## src/rtcps_consts.vh

```
/*
 * constants of the rtc power-on and backup sequencer: register offsets,
 * field positions, reset values, time figures and oscillator increments.
 * assumes a 100 MHz system clock; times are kept in microseconds.
 */
`ifndef RTCPS_CONSTS_VH
`define RTCPS_CONSTS_VH

// system clock rate
`define RTCPS_CLK_MHZ        100

// time figures in microseconds
`define RTCPS_T_POR_US       6000
`define RTCPS_T_START_US     100000
`define RTCPS_T_DLY_32K_US   950
`define RTCPS_T_DLY_1K_US    1280
`define RTCPS_T_DLY_64_US    6650
`define RTCPS_T_DLY_1HZ_US   999000
`define RTCPS_T_DLY_HF_US    950
`define RTCPS_T_DSM_US       2000
`define RTCPS_T_LSM_US       10000
`define RTCPS_T_DEB_US       1000
`define RTCPS_T_SAMPLE_US    1000000

// register offsets
`define RTCPS_A_STATUS       8'h00
`define RTCPS_A_MASK         8'h01
`define RTCPS_A_CLKCFG       8'h02
`define RTCPS_A_HFD_LO       8'h03
`define RTCPS_A_HFD_HI       8'h04
`define RTCPS_A_BACKUP       8'h05
`define RTCPS_A_STATE        8'h06

// status and mask fields
`define RTCPS_B_POF          0
`define RTCPS_B_LVF          1

// clock configuration fields
`define RTCPS_B_DIS          0
`define RTCPS_B_OS           1
`define RTCPS_B_FD_LO        2
`define RTCPS_B_FD_HI        3
`define RTCPS_B_CKF          4

// low frequency encodings
`define RTCPS_FD_32K         2'h0
`define RTCPS_FD_1K          2'h1
`define RTCPS_FD_64          2'h2
`define RTCPS_FD_1HZ         2'h3

// backup switchover modes
`define RTCPS_BSM_OFF        2'h0
`define RTCPS_BSM_DSM        2'h1
`define RTCPS_BSM_LSM        2'h2

// reset values
`define RTCPS_RST_STATUS     2'h1
`define RTCPS_RST_MASK       2'h0
`define RTCPS_RST_CLKCFG     5'h00
`define RTCPS_RST_HFD        13'h0000

// phase increments for a 32-bit accumulator at 100 MHz
`define RTCPS_INC_32K        32'h0015_798f
`define RTCPS_INC_1K         32'h0000_abcc
`define RTCPS_INC_64         32'h0000_0abd
`define RTCPS_INC_1HZ        32'h0000_002b
`define RTCPS_INC_HF_STEP    19'h55e64

`endif

```

## src/rtcps_clkgen.v

```verilog
/*
 * square wave generator for the clock output: a 32-bit phase accumulator
 * on the system clock, step chosen by the frequency fields.
 * assumes settings come from registers on the same clock.
 */
`timescale 1ns/1ps
`include "rtcps_consts.vh"

module rtcps_clkgen (
  input  wire        clk_sys,
  input  wire        rst,
  input  wire        oscillator_select,
  input  wire [1:0]  low_freq_select,
  input  wire [12:0] high_freq_divider,
  output reg         wave,
  output reg         wave_rise
);

  reg  [31:0] phase;
  reg  [31:0] step;
  wire [32:0] hf_prod;
  wire [31:0] next_phase;

  // high range is 8.192 kHz times (divider + 1); above 50 MHz it aliases
  assign hf_prod    = {6'h00, ({1'b0, high_freq_divider} + 14'h0001)} * {14'h0000, `RTCPS_INC_HF_STEP};
  assign next_phase = phase + step;

  // step select
  always @* begin
    step = `RTCPS_INC_32K;
    if (oscillator_select) begin
      step = hf_prod[31:0];
    end else begin
      case (low_freq_select)
        `RTCPS_FD_1K:  step = `RTCPS_INC_1K;
        `RTCPS_FD_64:  step = `RTCPS_INC_64;
        `RTCPS_FD_1HZ: step = `RTCPS_INC_1HZ;
        default:       step = `RTCPS_INC_32K;
      endcase
    end
  end

  // accumulator; msb is the wave, its rising edge a pulse
  always @(posedge clk_sys or posedge rst) begin
    if (rst) begin
      phase     <= 32'h0000_0000;
      wave      <= 1'b0;
      wave_rise <= 1'b0;
    end else begin
      phase     <= next_phase;
      wave      <= next_phase[31];
      wave_rise <= next_phase[31] & ~wave;
    end
  end

endmodule

```

## src/rtcps_top.v

```verilog
/*
 * power-on and backup sequencer of a temperature compensated rtc:
 * power-on reset window, clock output control, power-on flag and
 * interrupt, reduced-supply state, switchover activation and debounce.
 * assumes supply detector levels and the stored interrupt enable arrive
 * from outside the clock domain; rst models the power-on reset itself.
 */
// How it works
// clock pin hi-z during por, then low
// set power-on flag on por detection
// stored enable copied after start-up, interrupt asserts
// selectable low or stepped high frequencies
// disable with flag clear holds pin low
// enable after frequency-dependent synchronized delay
// power-on flag sticky until software clears
// interrupt released when power-on flag cleared
// reduced supply keeps clocks, registers, sampling
// reduced supply stops compensation, output, bus
// host reinitializes registers after reduced supply
// switchover active within 2 or 10 ms
// return debounce 1 ms, or 1 Hz sampling
// host polls acknowledge or waits interrupt
// low-voltage flag sticky on low sample
`timescale 1ns/1ps
`include "rtcps_consts.vh"

module rtcps_top #(
  parameter [26:0] P_POR_CYC    = `RTCPS_T_POR_US * `RTCPS_CLK_MHZ,
  parameter [26:0] P_START_CYC  = `RTCPS_T_START_US * `RTCPS_CLK_MHZ,
  parameter [26:0] P_DLY_32K    = `RTCPS_T_DLY_32K_US * `RTCPS_CLK_MHZ,
  parameter [26:0] P_DLY_1K     = `RTCPS_T_DLY_1K_US * `RTCPS_CLK_MHZ,
  parameter [26:0] P_DLY_64     = `RTCPS_T_DLY_64_US * `RTCPS_CLK_MHZ,
  parameter [26:0] P_DLY_1HZ    = `RTCPS_T_DLY_1HZ_US * `RTCPS_CLK_MHZ,
  // dependent times scale with their base, so one override shortens the base and every time derived from it
  parameter [26:0] P_DLY_HF     = P_DLY_32K * `RTCPS_T_DLY_HF_US / `RTCPS_T_DLY_32K_US,
  parameter [26:0] P_DSM_CYC    = `RTCPS_T_DSM_US * `RTCPS_CLK_MHZ,
  parameter [26:0] P_LSM_CYC    = P_DSM_CYC * `RTCPS_T_LSM_US / `RTCPS_T_DSM_US,
  parameter [26:0] P_DEB_CYC    = P_DSM_CYC * `RTCPS_T_DEB_US / `RTCPS_T_DSM_US,
  parameter [26:0] P_SAMPLE_CYC = `RTCPS_T_SAMPLE_US * `RTCPS_CLK_MHZ
) (
  input  wire       clk_sys,
  input  wire       rst,
  input  wire       supply_below_por,
  input  wire       supply_below_low,
  input  wire       on_backup_supply,
  input  wire       nv_power_on_irq_enable,
  input  wire [7:0] reg_addr,
  input  wire [7:0] reg_wdata,
  input  wire       reg_wr,
  input  wire       reg_rd,
  output reg  [7:0] reg_rdata,
  output reg        irq_n,
  output reg        clock_output_pin,
  output reg        clock_output_oe,
  output reg        temp_comp_enable,
  output reg        bus_enable,
  output reg        switchover_active,
  output reg        supply_on_main
);

  localparam [2:0] ST_POR   = 3'b001;
  localparam [2:0] ST_START = 3'b010;
  localparam [2:0] ST_RUN   = 3'b100;

  reg  [3:0]  sync_a;
  reg  [3:0]  sync_b;
  reg  [2:0]  state;
  reg  [26:0] seq_cnt;
  reg  [1:0]  status;
  reg  [1:0]  mask;
  reg  [4:0]  clkcfg;
  reg  [12:0] high_freq_divider;
  reg  [1:0]  backup_mode;
  reg  [26:0] act_cnt;
  reg  [26:0] dly_cnt;
  reg  [26:0] deb_cnt;
  reg  [26:0] smp_cnt;
  reg         clk_running;
  reg         reduced;
  reg  [7:0]  next_rdata;
  wire        below_por;
  wire        below_low;
  wire        on_backup;
  wire        nv_irq_en;
  wire        wr_ok;
  wire        rd_ok;
  wire        cfg_wr;
  wire        bsm_wr;
  wire        want_clk;
  wire        sample_tick;
  wire        wave;
  wire        wave_rise;
  wire [1:0]  events;
  wire [1:0]  next_status;
  wire [26:0] dly_target;

  // delay target per selected frequency
  function [26:0] delay_for;
    input       os;
    input [1:0] fd;
    begin
      if (os) begin
        delay_for = P_DLY_HF;
      end else begin
        case (fd)
          `RTCPS_FD_1K:  delay_for = P_DLY_1K;
          `RTCPS_FD_64:  delay_for = P_DLY_64;
          `RTCPS_FD_1HZ: delay_for = P_DLY_1HZ;
          default:       delay_for = P_DLY_32K;
        endcase
      end
    end
  endfunction

  //////////////////////////////////////////////////////////////////////////
  // input synchronisers; only sync_b is read by logic
  always @(posedge clk_sys or posedge rst) begin
    if (rst) begin
      sync_a <= 4'h0;
      sync_b <= 4'h0;
    end else begin
      sync_a <= {nv_power_on_irq_enable, on_backup_supply, supply_below_low, supply_below_por};
      sync_b <= sync_a;
    end
  end

  assign below_por = sync_b[0];
  assign below_low = sync_b[1];
  assign on_backup = sync_b[2];
  assign nv_irq_en = sync_b[3];

  //////////////////////////////////////////////////////////////////////////
  // power-on sequence: por window, then start-up, then running
  always @(posedge clk_sys or posedge rst) begin
    if (rst) begin
      state   <= ST_POR;
      seq_cnt <= 27'h0000000;
    end else begin
      case (state)
        ST_POR: begin
          seq_cnt <= seq_cnt + 27'h0000001;
          if (seq_cnt == P_POR_CYC - 27'h0000001) begin
            state <= ST_START;
          end
        end
        ST_START: begin
          seq_cnt <= seq_cnt + 27'h0000001;
          if (seq_cnt == P_START_CYC - 27'h0000001) begin
            state <= ST_RUN;
          end
        end
        ST_RUN: begin
          seq_cnt <= seq_cnt;
        end
        default: begin
          state <= ST_POR;
        end
      endcase
    end
  end

  // reduced supply: low-voltage detected while still above por level
  always @(posedge clk_sys or posedge rst) begin
    if (rst) begin
      reduced <= 1'b0;
    end else begin
      reduced <= below_low & ~below_por;
    end
  end

  //////////////////////////////////////////////////////////////////////////
  // register port; bus is dead before the por window ends and when reduced
  assign wr_ok  = reg_wr & bus_enable;
  assign rd_ok  = reg_rd & bus_enable;
  assign cfg_wr = wr_ok & ((reg_addr == `RTCPS_A_CLKCFG) | (reg_addr == `RTCPS_A_HFD_LO) |
                           (reg_addr == `RTCPS_A_HFD_HI));
  assign bsm_wr = wr_ok & (reg_addr == `RTCPS_A_BACKUP);

  // sticky events: hardware set wins over a write-one clear in the same cycle
  assign events      = {below_low, below_por};
  assign next_status = (wr_ok && reg_addr == `RTCPS_A_STATUS) ?
                       ((status & ~reg_wdata[1:0]) | events) : (status | events);

  always @(posedge clk_sys or posedge rst) begin
    if (rst) begin
      status            <= `RTCPS_RST_STATUS;
      mask              <= `RTCPS_RST_MASK;
      clkcfg            <= `RTCPS_RST_CLKCFG;
      high_freq_divider <= `RTCPS_RST_HFD;
    end else begin
      status <= next_status;
      if (wr_ok && reg_addr == `RTCPS_A_MASK) begin
        mask <= reg_wdata[1:0];
      end else if (state == ST_START && seq_cnt == P_START_CYC - 27'h0000001 && nv_irq_en) begin
        mask[`RTCPS_B_POF] <= 1'b1;
      end
      if (wr_ok && reg_addr == `RTCPS_A_CLKCFG) begin
        clkcfg <= reg_wdata[4:0];
      end
      if (wr_ok && reg_addr == `RTCPS_A_HFD_LO) begin
        high_freq_divider[7:0] <= reg_wdata;
      end
      if (wr_ok && reg_addr == `RTCPS_A_HFD_HI) begin
        high_freq_divider[12:8] <= reg_wdata[4:0];
      end
    end
  end

  // read mux; unmapped or refused reads return zero
  always @* begin
    next_rdata = 8'h00;
    if (rd_ok) begin
      case (reg_addr)
        `RTCPS_A_STATUS: next_rdata = {6'h00, status};
        `RTCPS_A_MASK:   next_rdata = {6'h00, mask};
        `RTCPS_A_CLKCFG: next_rdata = {3'h0, clkcfg};
        `RTCPS_A_HFD_LO: next_rdata = high_freq_divider[7:0];
        `RTCPS_A_HFD_HI: next_rdata = {3'h0, high_freq_divider[12:8]};
        `RTCPS_A_BACKUP: next_rdata = {6'h00, backup_mode};
        `RTCPS_A_STATE:  next_rdata = {2'h0, (state != ST_POR), (state == ST_RUN), clk_running,
                                       supply_on_main, switchover_active, reduced};
        default:         next_rdata = 8'h00;
      endcase
    end
  end

  //////////////////////////////////////////////////////////////////////////
  // bus, interrupt and compensation outputs
  always @(posedge clk_sys or posedge rst) begin
    if (rst) begin
      reg_rdata        <= 8'h00;
      irq_n            <= 1'b1;
      bus_enable       <= 1'b0;
      temp_comp_enable <= 1'b0;
    end else begin
      reg_rdata        <= next_rdata;
      irq_n            <= ~|(next_status & mask);
      bus_enable       <= (state != ST_POR) & ~(below_low & ~below_por);
      temp_comp_enable <= (state == ST_RUN) & ~(below_low & ~below_por);
    end
  end

  //////////////////////////////////////////////////////////////////////////
  // clock output: generator, synchronized enable delay and pin
  rtcps_clkgen u_clkgen (
    .clk_sys           (clk_sys),
    .rst               (rst),
    .oscillator_select (clkcfg[`RTCPS_B_OS]),
    .low_freq_select   (clkcfg[`RTCPS_B_FD_HI:`RTCPS_B_FD_LO]),
    .high_freq_divider (high_freq_divider),
    .wave              (wave),
    .wave_rise         (wave_rise)
  );

  assign want_clk   = (state != ST_POR) & ~reduced &
                      ~(clkcfg[`RTCPS_B_DIS] & ~clkcfg[`RTCPS_B_CKF]);
  assign dly_target = delay_for(clkcfg[`RTCPS_B_OS], clkcfg[`RTCPS_B_FD_HI:`RTCPS_B_FD_LO]);

  // a config change restarts the delay and drops the pin at once; it comes back on the first wave rise after the delay
  always @(posedge clk_sys or posedge rst) begin
    if (rst) begin
      dly_cnt     <= 27'h0000000;
      clk_running <= 1'b0;
    end else if (!want_clk || cfg_wr) begin
      dly_cnt     <= 27'h0000000;
      clk_running <= 1'b0;
    end else if (!clk_running) begin
      if (dly_cnt < dly_target) begin
        dly_cnt <= dly_cnt + 27'h0000001;
      end else if (wave_rise) begin
        clk_running <= 1'b1;
      end
    end
  end

  // pin: hi-z during por, low until running, then the wave
  always @(posedge clk_sys or posedge rst) begin
    if (rst) begin
      clock_output_oe  <= 1'b0;
      clock_output_pin <= 1'b0;
    end else begin
      clock_output_oe  <= (state != ST_POR);
      clock_output_pin <= clk_running & want_clk & wave;
    end
  end

  //////////////////////////////////////////////////////////////////////////
  // backup switchover activation after leaving the disabled mode
  always @(posedge clk_sys or posedge rst) begin
    if (rst) begin
      backup_mode       <= `RTCPS_BSM_OFF;
      act_cnt           <= 27'h0000000;
      switchover_active <= 1'b0;
    end else if (bsm_wr) begin
      backup_mode <= reg_wdata[1:0];
      if (reg_wdata[1:0] != `RTCPS_BSM_DSM && reg_wdata[1:0] != `RTCPS_BSM_LSM) begin
        switchover_active <= 1'b0;
        act_cnt           <= 27'h0000000;
      end else if (!switchover_active && act_cnt == 27'h0000000) begin
        act_cnt <= (reg_wdata[1:0] == `RTCPS_BSM_DSM) ? P_DSM_CYC : P_LSM_CYC;
      end
    end else if (act_cnt != 27'h0000000) begin
      act_cnt <= act_cnt - 27'h0000001;
      if (act_cnt == 27'h0000001) begin
        switchover_active <= 1'b1;
      end
    end
  end

  //////////////////////////////////////////////////////////////////////////
  // 1 Hz sampler; keeps running in reduced supply
  assign sample_tick = (smp_cnt == P_SAMPLE_CYC - 27'h0000001);

  always @(posedge clk_sys or posedge rst) begin
    if (rst) begin
      smp_cnt <= 27'h0000000;
    end else if (sample_tick) begin
      smp_cnt <= 27'h0000000;
    end else begin
      smp_cnt <= smp_cnt + 27'h0000001;
    end
  end

  // return debounce: fixed time if no low voltage, else next 1 Hz sample
  always @(posedge clk_sys or posedge rst) begin
    if (rst) begin
      deb_cnt        <= 27'h0000000;
      supply_on_main <= 1'b1;
    end else if (on_backup) begin
      deb_cnt        <= 27'h0000000;
      supply_on_main <= 1'b0;
    end else if (!supply_on_main) begin
      if (status[`RTCPS_B_LVF]) begin
        if (sample_tick && !below_low) begin
          supply_on_main <= 1'b1;
        end
      end else if (deb_cnt == P_DEB_CYC - 27'h0000001) begin
        supply_on_main <= 1'b1;
      end else begin
        deb_cnt <= deb_cnt + 27'h0000001;
      end
    end
  end

endmodule

```

## config.mk

```make
export PLATFORM = sky130hd
export DESIGN_NAME = rtcps_top
export DESIGN_NICKNAME = d
export VERILOG_FILES = /design/src/rtcps_clkgen.v /design/src/rtcps_top.v
export VERILOG_INCLUDE_DIRS = /design/src
export SDC_FILE = /design/constraint.sdc
export NUM_CORES = 1
export LEC_CHECK = 0
export BUFFER_PORTS_ARGS = -buffer_cell sky130_fd_sc_hd__buf_4
export CORE_ASPECT_RATIO = 1.75
export CORE_UTILIZATION = 55
export DETAILED_ROUTE_END_ITERATION = 8
export PLACE_DENSITY = 0.73
export SETUP_SLACK_MARGIN = 0.15
export SYNTH_ARGS = -nofsm -noshare
export SYNTH_HDL_FRONTEND = slang
export SYNTH_HIERARCHICAL = 1
export SYNTH_SLANG_ARGS = --single-unit
```

## constraint.sdc

```tcl
create_clock -name clk_sys -period 7.95 [get_ports clk_sys]
set_clock_uncertainty 0.15 [all_clocks]
set_input_delay 0.3975 -clock clk_sys [delete_from_list [all_inputs] [get_ports clk_sys]]
set_output_delay 0.3975 -clock clk_sys [all_outputs]
set_load 0.02 [all_outputs]
```

==> flow_summary.yaml <==
status:
  status: "finished clean"
critical_path:
  end_kind: "register"
  crit_path_frequent_cell: "fa_1"
  worst_ep_arrival_time_ns: 8.09
  required_ns: 8.21
  crit_type: "register to register"
  max_stage_delay_ns: 0.52
  worstSetupStartpointType: "register"
  path_max_fanout: 5
  cpMaxStageDelayCell: "fa_1"
sta:
  tightest_slew_ns: 1.113
  fin_crit_sh: 0.9837
  slew_headroom: 0.2519
  max_freq_ghz: 0.1279
  hold_viol: 0
  slew_violations: 0
  min_period_ns: 7.821
  grt_setup_unrepaired: "true"
  finalSetupViolCount: 0
clocking:
  path_clk_slew_ns: 0.07
  cts_sinks: 220
  h-tree-depth: 1
  cts_buffers: 24
  clock_latency_ns: 0.54
  cts_root_buf: "clkbuf_16"
  clockBufferDepth: 3
  cts_tree: "built"
layout:
  synthToLayoutAreaGrowth_pct: 16.73
  finalNetCount: 2161
  antenna_cells: 0
  final_core_util: 0.6543
  layout-drive-gt1-share: 0.1597
  final_cells: 2278
placed_design:
  place_inst: 2189
  place.gp.congestion: 0.8838
  io_buffers: 38
  dpl.hpwl_um: 29860
synthesis:
  synth-seq-area-share: 0.3271
  synth_nets: 2029
  synth_area_mm2: 0.01685
  synth-edff-count: 0
  synth.avg_cell_area_um2: 9.677
  synthCells: 1741
  ys_seq_elements: 220
  ys_warn_count: 6
  synth_ff_type: "dfrtp_1"
  async_reset_ff_frac: 1.000
  synth.distinct_cells: 95
floorplan:
  die_area_mm2: 0.03136
  pin_count: 39
  die_w_um: 134.3
  core_mm2: 0.03006
  start_util: 0.5605
  floorplan.rows: 84
  die_h_um: 233.5
route:
  drtPass1Iterations: 5
  ant_nets: 0
  wirelength_um: 39340
  remaining_drc_errors: 0
  routed-wl-met2_um: 21870
  met1_length_um: 14200
  routed.top_layer: "met4"
  drtIter0Drc: 534
  wl_per_cell_um: 17.27
  wl_met3_um: 1280
  via_per_inst: 5.715
  vias: 13019
min_path:
  hold_path.class: "primary input to register"
grt:
  grt_pass1_vias: 14001
  grt_start_max_net_pins: 113
  antenna_found_initial: 0
  grt_pass1_wl_um: 66180
  track_usage: 0.2630
  gr-total-overflow: 0
pwr:
  peakVddDrop_mv: 0.2794
  p_leak_nw: 9.498
  cellPowerDensity_mw_per_mm2: 141.1
flow_run:
  max_cap_violations: 0
[layer usage]
metal,vias to the layer above,global-route usage
met2,237,0.5189
li1,6274,-
met4,0,0.1320
met1,6394,0.2649
met3,114,0.03299
met5,-,0
[layout by cell type, fill, tap and decap left out, types with 6 or more instances in the layout]
cell	synthesis	layout
o21a_1	6	6
inv_2	0	7
a21o_1	30	30
buf_4	0	124
a21oi_2	2	6
dfrtp_1	216	211
and2_1	19	18
nand2b_1	15	15
nor2_1	172	169
nand3_1	62	58
clkbuf_16	0	25
ha_1	186	173
inv_1	167	158
o211ai_1	8	8
and3_1	22	22
mux2_2	15	15
or3_1	10	10
mux2i_1	11	11
nand2_1	100	99
dlygate4sd3_1	0	11
ha_4	0	9
fa_1	78	77
a31oi_1	7	7
xnor2_1	106	97
nor2b_1	19	19
o21ai_0	52	49
nand4b_1	8	8
nor3_1	37	36
a21oi_1	91	84
nand4_1	36	36
nor4_1	25	24
xor2_1	70	66
[area by class of cell]
cell class,instances,area (um2)
multi-input combinational,1321,11040
fill,2448,10390
sequential,220,5517
timing repair buffer,139,1104
clock buffer,30,664.4
inverter,167,636.9
tap,387,484.2
clock inverter,14,216.5
[cells by family (layout without fill, tap and decap cells)]
family	count (synthesis)	after routing	share of synthesized area
buffers and inverters	200	350	0.04530
xor gates and xnor gates	176	176	0.09150
and+or+nand+nor	582	582	0.1785
AOI/OAI and AO/OA	271	271	0.1075
muxes	28	28	0.01924
DFF	220	220	0.3271
adders and majority gates	264	264	0.2308
[worst paths after layout]
path	depth (start not counted)	from	end	slack (ns)
min reg2reg	0	sync_a[3]$_DFF_PP0_	sync_b[3]$_DFF_PP0_	0.20
min in group asynchronous	3	rst	dly_cnt[14]$_DFFE_PP0P_	0.38
min	2	reg_wdata[1]	clkcfg[1]$_DFFE_PP0P_	0.05
max in group asynchronous	4	rst	seq_cnt[4]$_DFFE_PP0N_	5.85
max reg2reg	36	high_freq_divider[4]$_DFFE_PP0P_	u_clkgen/phase[31]$_DFF_PP0_	0.13
max	36	high_freq_divider[4]$_DFFE_PP0P_	u_clkgen/phase[31]$_DFF_PP0_	0.13
[report_power, final]
part / internal [W] / total, W / switching, W
clock network: 0.000761 / 0.00125 / 0.000492
logic: 0.000135 / 0.000313 / 0.000178
registers: 0.00117 / 0.00121 / 0.0000329
[cells in the mapped netlist (7+ instances only)]
cell type	instances	area [um2]
a31oi_1	7	43.79
nor3_1	37	185.2
or3_1	10	62.56
a21o_1	30	225.2
xnor2_1	106	928.4
dfrtp_1	216	5405
nand2_1	100	375.4
nand4b_1	8	70.07
ha_1	186	2327
and2_1	19	118.9
o211ai_1	8	60.06
mux2i_1	11	110.1
o21ai_0	52	260.3
nor2_1	172	645.6
fa_1	78	1562
nand4_1	36	225.2
xor2_1	70	613.1
mux2_2	15	168.9
inv_1	167	626.9
nand3_1	62	310.3
clkbuf_1	24	90.09
and3_1	22	137.6
nor4_1	25	156.4
nor2b_1	19	118.9
nand2b_1	15	93.84
a21oi_1	91	455.4
[what timing repair did]
item                                   CTS  global route
setup endpoints to repair                5             8
buffers inserted                        21            13
resized for setup                       24            36
endpoints found under the hold margin  158             0
hold buffers                            11             0
pin swaps                               37            53
[metrics by stage]
| stage | setup TNS, ns | hold slack [ns] | worst slack [ns] | instance area (um2) | total power (W) |
|---|---|---|---|---|---|
| 3_5_place_dp | -0.2671 | 0.1903 | -0.1611 | 18100 | 0.001534 |
| 4_1_cts | 0 | 0.01983 | 0.09478 | 19390 | 0.002806 |
| 5_1_grt | -0.7488 | 0.03902 | -0.2310 | 19670 | 0.002885 |
| 2_1_floorplan | 0 | 0.1812 | 0.1528 | 17040 | 0.001463 |
| 3_3_place_gp | 0 | 0.1860 | 0.01313 | 18100 | 0.001525 |
| 6_report | 0 | 0.04903 | 0.1294 | 19670 | 0.002775 |
[critical path: cells and delay by family (launching register included)]
kind | cells | cell delay (ns)
AOI/OAI and AO/OA | 9 | 1.60
buffers and inverters | 4 | 0.41
adders and majority gates | 8 | 3.00
and+or+nand+nor | 10 | 1.33
xor gates and xnor gates | 5 | 0.87
DFF | 1 | 0.35
[state kept, by name, indices dropped and copies added, names as in the netlist, 5 cells and up]
register,cells
deb_cnt,27
seq_cnt,27
act_cnt,27
dly_cnt,27
clkcfg,5
high_freq_divider,13
reg_rdata,8
u_clkgen/phase,32
smp_cnt,27
(Power assumes the default switching activity.)
